## src/common/fmc_pkg.sv

```systemverilog
// ----------------------------------------------------------------
// flash mode control constants
// ----------------------------------------------------------------
package fmc_pkg;
    localparam int         ADDR_W          = 18;
    localparam int         DATA_W          = 32;
    localparam int         CTL_W           = 7;
    // register index; one 32-bit word per index, so byte address is 4x
    localparam logic [15:0] FMC_CTRL_IDX   = 16'hff40;
    localparam logic [ADDR_W-1:0] FMC_CTRL_OFF = {FMC_CTRL_IDX, 2'b00};
    // bit positions inside flash_mode_control
    localparam int         BIT_WP          = 7;
    localparam int         BIT_SW_EN       = 6;
    localparam int         BIT_E_SETUP     = 5;
    localparam int         BIT_P_SETUP     = 4;
    localparam int         BIT_E_VERIFY    = 3;
    localparam int         BIT_P_VERIFY    = 2;
    localparam int         BIT_E           = 1;
    localparam int         BIT_P           = 0;
    // reset and idle values
    localparam logic [6:0] CTL_RESET       = 7'h00;
    localparam logic [7:0] RST_WP_HIGH     = 8'h80;
    localparam logic [7:0] RST_WP_LOW      = 8'h00;
    localparam logic [7:0] DISABLED_READ   = 8'h00;
    localparam logic [31:0] RDATA_IDLE     = 32'h0000_0000;
    // operating modes seen on the mode pins
    localparam logic [2:0] MODE_NO_PROG    = 3'h6;
    localparam logic [2:0] MODE_FLASH_MIN  = 3'h5;
endpackage : fmc_pkg

```

## src/logic/fmc_flash_mode_control.sv

```systemverilog
// Operation
// RQ1 - verify modes reachable only after software enable set with pin high
// RQ2 - software enters program: enable, then program setup, then program
// RQ3 - software enters erase: enable, then erase setup, then erase
// RQ4 - register cleared by reset, hardware standby and software standby
// RQ5 - register reads 0x80 after reset with pin high, else 0x00
// RQ6 - in mode 6 no bit of the register can be set
// RQ7 - flash disabled: reads return 0x00, writes ignored
// RQ8 - software raises bits 6 to 0 one per write
// RQ9 - setup and verify bits writable only with pin and enable high
// RQ10 - erase bit writable only with pin, enable, erase setup high
// RQ11 - program bit writable only with pin, enable, program setup high
// RQ12 - bit 7 shows the protect pin level
// RQ13 - bit 6 enables program/erase, resets 0, settable only with pin high
// RQ14 - software sets enable before other control or block select bits
// RQ15 - bit 5 erase setup, resets 0, gated by pin and enable
// RQ16 - bit 4 program setup, resets 0, gated by pin and enable
// RQ17 - bit 3 selects erase-verify mode, resets 0
// RQ18 - bit 2 selects program-verify mode, resets 0
// RQ19 - bit 1 enters erase mode when set, leaves when cleared
// RQ20 - bit 0 enters program mode when set, leaves when cleared
// RQ21 - software never changes enable together with other control bits
// RQ22 - bit 7 read-only, follows synchronised pin
`timescale 1ns/1ps
module fmc_flash_mode_control
    import fmc_pkg::*;
(
    input  wire logic              clk,
    input  wire logic              rst_n,
    input  wire logic              ce,
    input  wire logic [ADDR_W-1:0] paddr,
    input  wire logic              psel,
    input  wire logic              penable,
    input  wire logic              pwrite,
    input  wire logic [DATA_W-1:0] pwdata,
    input  wire logic [3:0]        pstrb,
    output logic      [DATA_W-1:0] prdata,
    output logic                   pready,
    output logic                   pslverr,
    input  wire logic              write_protect_pin,
    input  wire logic [2:0]        mode_pins,
    input  wire logic              hw_standby,
    input  wire logic              sw_standby,
    output logic                   write_protect_pin_level,
    output logic                   software_write_enable,
    output logic                   erase_setup,
    output logic                   program_setup,
    output logic                   erase_verify,
    output logic                   program_verify,
    output logic                   erase_mode,
    output logic                   program_mode,
    output logic                   verify_allowed
);

    // ----------------------------------------------------------------
    // pin synchronisers
    // ----------------------------------------------------------------
    logic       wp_meta;
    logic       wp_lvl;
    logic [2:0] md_meta;
    logic [2:0] md;
    logic       hs_meta;
    logic       hs;
    logic       next_wp_meta;
    logic       next_wp_lvl;
    logic [2:0] next_md_meta;
    logic [2:0] next_md;
    logic       next_hs_meta;
    logic       next_hs;

    always_comb begin
        next_wp_meta = write_protect_pin;
        next_wp_lvl  = wp_meta;
        next_md_meta = mode_pins;
        next_md      = md_meta;
        next_hs_meta = hw_standby;
        next_hs      = hs_meta;
    end

    // no reset here: bit 7 must reflect the pin while reset is held
    always_ff @(posedge clk) begin
        if (ce) begin
            wp_meta <= next_wp_meta;
            wp_lvl  <= next_wp_lvl;
            md_meta <= next_md_meta;
            md      <= next_md;
            hs_meta <= next_hs_meta;
            hs      <= next_hs;
        end
    end

    // ----------------------------------------------------------------
    // write gating
    // ----------------------------------------------------------------
    logic flash_on;
    logic mode6;
    logic hit;
    logic wr;

    assign flash_on = (md >= MODE_FLASH_MIN);
    assign mode6    = (md == MODE_NO_PROG);                     // [RQ6]
    assign hit      = (paddr == FMC_CTRL_OFF);
    assign wr       = psel && penable && pwrite && hit && pstrb[0]
                      && flash_on;                              // [RQ7]

    function automatic logic [6:0] fmc_apply(
        input logic [6:0] cur,
        input logic [7:0] d,
        input logic       wp,
        input logic       m6
    );
        logic [6:0] res;
        logic       gate;
        res  = cur;
        gate = wp && cur[BIT_SW_EN];
        // clearing the enable is always honoured, setting needs the pin
        if (!d[BIT_SW_EN])
            res[BIT_SW_EN] = 1'b0;
        else if (wp)
            res[BIT_SW_EN] = 1'b1;                              // [RQ13]
        if (gate) begin
            res[BIT_E_SETUP]  = d[BIT_E_SETUP];                 // [RQ9] [RQ15]
            res[BIT_P_SETUP]  = d[BIT_P_SETUP];                 // [RQ9] [RQ16]
            res[BIT_E_VERIFY] = d[BIT_E_VERIFY];     // [RQ1] [RQ9] [RQ17]
            res[BIT_P_VERIFY] = d[BIT_P_VERIFY];     // [RQ1] [RQ9] [RQ18]
        end
        if (gate && cur[BIT_E_SETUP])
            res[BIT_E] = d[BIT_E];                              // [RQ10] [RQ19]
        if (gate && cur[BIT_P_SETUP])
            res[BIT_P] = d[BIT_P];                              // [RQ11] [RQ20]
        // mode 6 may clear bits but never raise one
        if (m6)
            res = res & cur;                                    // [RQ6]
        return res;
    endfunction : fmc_apply

    // ----------------------------------------------------------------
    // control register
    // ----------------------------------------------------------------
    logic [6:0] ctl;
    logic [6:0] next_ctl;

    always_comb begin
        next_ctl = ctl;
        // standby acts on the level, so a long standby keeps bits clear
        if (hs || sw_standby)
            next_ctl = CTL_RESET;                               // [RQ4]
        else if (!wp_lvl)
            next_ctl = CTL_RESET;
        else if (wr)
            next_ctl = fmc_apply(ctl, pwdata[7:0], wp_lvl, mode6);
    end

    always_ff @(posedge clk) begin
        if (!rst_n)
            ctl <= CTL_RESET;                                   // [RQ4] [RQ5]
        else if (ce)
            ctl <= next_ctl;
    end

    // ----------------------------------------------------------------
    // apb read path
    // ----------------------------------------------------------------
    logic [7:0]        view;
    logic [DATA_W-1:0] next_prdata;

    // bit 7 is never stored, so writes cannot touch it
    assign view = flash_on ? {wp_lvl, ctl}                     // [RQ12] [RQ22]
                           : DISABLED_READ;                     // [RQ7]

    always_comb begin
        next_prdata = prdata;
        if (psel && !penable)
            next_prdata = (hit && !pwrite) ? {24'h000000, view}
                                           : RDATA_IDLE;
    end

    always_ff @(posedge clk) begin
        if (!rst_n)
            prdata <= RDATA_IDLE;
        else if (ce)
            prdata <= next_prdata;
    end

    // stalls the access while the block is frozen
    assign pready  = ce;
    assign pslverr = psel && penable && !hit;

    // ----------------------------------------------------------------
    // mode outputs
    // ----------------------------------------------------------------
    assign write_protect_pin_level = wp_lvl;
    assign software_write_enable   = ctl[BIT_SW_EN];
    assign erase_setup             = ctl[BIT_E_SETUP];
    assign program_setup           = ctl[BIT_P_SETUP];
    assign erase_verify            = ctl[BIT_E_VERIFY];        // [RQ17]
    assign program_verify          = ctl[BIT_P_VERIFY];        // [RQ18]
    assign erase_mode              = ctl[BIT_E];               // [RQ19]
    assign program_mode            = ctl[BIT_P];               // [RQ20]
    assign verify_allowed          = wp_lvl && ctl[BIT_SW_EN]; // [RQ1]
endmodule : fmc_flash_mode_control

```

## config.mk

```make
export PLATFORM = sky130hd
export DESIGN_NAME = fmc_flash_mode_control
export DESIGN_NICKNAME = d
export VERILOG_FILES = /design/src/common/fmc_pkg.sv /design/src/logic/fmc_flash_mode_control.sv
export SDC_FILE = /design/constraint.sdc
export NUM_CORES = 1
export LEC_CHECK = 0
export ABC_AREA = 1
export BUFFER_PORTS_ARGS = -buffer_cell sky130_fd_sc_hd__buf_4
export CAP_MARGIN = 25
export CELL_PAD_IN_SITES_DETAIL_PLACEMENT = 1
export CELL_PAD_IN_SITES_GLOBAL_PLACEMENT = 2
export CORE_MARGIN = 10
export CORE_UTILIZATION = 19
export CTS_CLUSTER_DIAMETER = 100
export CTS_CLUSTER_SIZE = 8
export DETAILED_ROUTE_END_ITERATION = 10
export HOLD_SLACK_MARGIN = 0.15
export PLACE_DENSITY = 0.88
export SYNTH_ARGS = -nofsm -noshare
export SYNTH_HDL_FRONTEND = slang
export SYNTH_SLANG_ARGS = --single-unit
```

## constraint.sdc

```tcl
create_clock -name clk -period 1.8 [get_ports clk]
set_input_delay 0 -clock clk [delete_from_list [all_inputs] [get_ports clk]]
set_output_delay 0 -clock clk [all_outputs]
set_load 0.03 [all_outputs]
```

==> metrics.yaml <==
status:
  status: "completed"
global_route:
  antenna_found_initial: 0
  grt_start_max_net_pins: 27
  grt_usage: 0.08001
  grt_remaining_overflow: 0
  grt_pass1_vias: 1581
  grt_pass1_wl_um: 7445
critical_path:
  reg2reg_slack_ns: 0.19
  rr_startpoint: "md[1]"
  worstReg2RegEnd: "prdata[6]"
  setup.worst_path.end_class: "register"
  worstPathMaxFanout: 9
  cp-startpoint: "md[1]"
  worstPathRequired_ns: 1.97
  crit_arrival_ns: 1.77
  critPathLaunchType: "register"
  r2r_cells: 5
  endpoint: "prdata[6]"
  crit_type: "reg -> reg"
route:
  postRouteAntennaNets: 0
  vias_per_cell: 3.825
  via_count: 1308
  initialDrtViolationCount: 44
  wl_per_cell_um: 13.25
  drc: 0
  dr.pass1.iters: 4
  wl_um: 4532
layout:
  synthToLayoutAreaGrowth_pct: 44.00
  layout.nets: 310
  drive_gt1_frac: 0.2840
  final_util: 0.2787
  most-common-layout-cells: "56 x buf_4, 34 x nand2_1, 24 x conb_1"
  layout_commonest_cell: "buf_4"
  diodes: 0
  design_area_sq_um: 2011
clock_network:
  postCtsSetupBuffers: 0
  cts_num_sinks: 25
  cts.clk_slew.worst_paths_ns: 0.09
  cts-root-buf: "clkbuf_8"
  cts_tree: "yes"
  cts.path.max_buffers: 2
  numCtsBuffers: 3
  clock_latency_ns: 0.27
  h-tree-depth: 1
logic_synthesis:
  synthAdderAreaFrac: 0
  ys_ff_latch: 25
  synthXorXnorAreaFrac: 0
  yosys-top-cells-area: "dfxtp_1 22%, edfxtp_1 22%, buf_4 14%, nand2_1 9.1%, nor2_1 6.2%"
  yosys.cell_types.count: 22
  synth.avg_cell_area_sq_um: 8.025
  synth_top_family_by_area: "simple AND/OR/NAND/NOR gates"
  synthMuxAreaShare: 0
  ys.warnings.count: 0
  syn_area_sq_um: 1396
  yosys.area_share.simple: 0.2545
  yosysSeqAreaShare: 0.4301
  yosysTopAreaCellShare: 0.2151
  synth_compound_area_frac: 0.1281
  syn_inst: 174
  yosysTopAreaCell: "dfxtp_1"
floorplan:
  io_pins: 109
  start_util: 0.1935
  die_area_sq_um: 11180
  die_height_um: 105.7
  die_w_um: 105.7
  coreArea_sq_um: 7214
  rows: 31
timing:
  slew_viol_final: 0
  skew_ns: 0.008551
  tns_ns: 0
  rsz0062_at_grt: "false"
  period_share: 0.8924
  period_needed_ns: 1.606
  setup_ws_ns: 0.1937
  fmax_mhz: 622.6
  setup_viol: 0
  finalHoldViolations: 0
placement:
  hpwl_um: 3604
  gp_congestion: 0.6830
  place_ws_ns: 0.4108
  post_dp_cell_area_sq_um: 1810
  portBuffers: 56
hold_path:
  worstHoldStart: "ce"
  hold_class: "in -> reg"
power:
  power_density_nw_per_um2: 665.2
  leakagePower_uw: 0.0009003
  peakVddDrop_mv: 0.2041
job:
  max-cap-violations: 0
synth_stat cells, drive strengths merged:
| master | count |
|---|---|
| nand2 | 35 |
| buf | 29 |
| nor2 | 27 |
| a21oi | 17 |
| dfxtp | 15 |
| inv | 11 |
| edfxtp | 10 |
| nand3 | 9 |
| o21ai | 9 |
| o211ai | 5 |
| nor3 | 3 |
| and3 | 1 |
| conb | 1 |
| nand3b | 1 |
| nand4 | 1 |
critical path, stage by stage, from the launching register on:
cell           delay [ns]
edfxtp_1             0.44
o21ai_4              0.30
nor2_1               0.07
nand2_1              0.08
a21oi_1              0.05
dlygate4sd3_1        0.55
final cells by class:
cell class	instances	area, sq um
repair buffers	71	570.5
multi-input cells	132	629.4
flip-flops and latches	25	600.6
well taps	99	123.9
inverters	11	41.29
fillers	910	5204
clock buffers	4	45.04
through the flow:
step	std cells	hold slack, ns	total power (uW)
global placement	323	0.1796	977.1
floorplan	197	0.09887	892.6
global route	342	0.1597	1405
finish	342	0.1554	1337
detailed placement	323	0.1796	982.7
CTS	342	0.1547	1349
flip-flops by register name, summed over array words and instances (netlist names):
signal and flops:
ctl 7, hs 1, hs_meta 1, md 3
md_meta 3, next_wp_lvl 1, prdata 8, write_protect_pin_level 1
where the power goes:
| group | switching (uW) | total, uW | internal (uW) |
|---|---|---|---|
| sequential | 21.5 | 648 | 626 |
| clock | 184 | 342 | 158 |
| combinational | 216 | 348 | 132 |
how the worst min path moves through the flow:
| stage | endpoint | slack [ns] | depth (start not counted) |
|---|---|---|---|
| 6_report | md[1] | 0.16 | 1 |
| 5_1_grt | md_meta[1] | 0.16 | 1 |
| 4_1_cts | md_meta[1] | 0.15 | 1 |
| 3_5_place_dp | md_meta[1] | 0.18 | 1 |
| 3_3_place_gp | md_meta[0] | 0.18 | 1 |
| 2_1_floorplan | hs_meta | 0.1 | 0 |
layer usage:
layer  GRT usage  routed length [um]
met1     0.09110                2042
met2      0.1316                2012
met5           0                   0
met3     0.03837                 459
met4     0.02031                  17
cells by family (layout without fill, tap and decap cells):
| kind of cell | after synthesis | after routing |
|---|---|---|
| compound gates | 31 | 31 |
| simple gates | 77 | 77 |
| flops | 25 | 25 |
| buf+inv | 40 | 86 |
| other cells | 1 | 24 |
repair_timing:
| item | in CTS | in global routing |
|---|---|---|
| hold endpoints to repair | 20 | 0 |
| hold buffers | 15 | 0 |
| endpoints found under the setup margin | 0 | 2 |
| gates resized for setup | 0 | 1 |
Note: power is estimated with default switching activity, not from simulation.
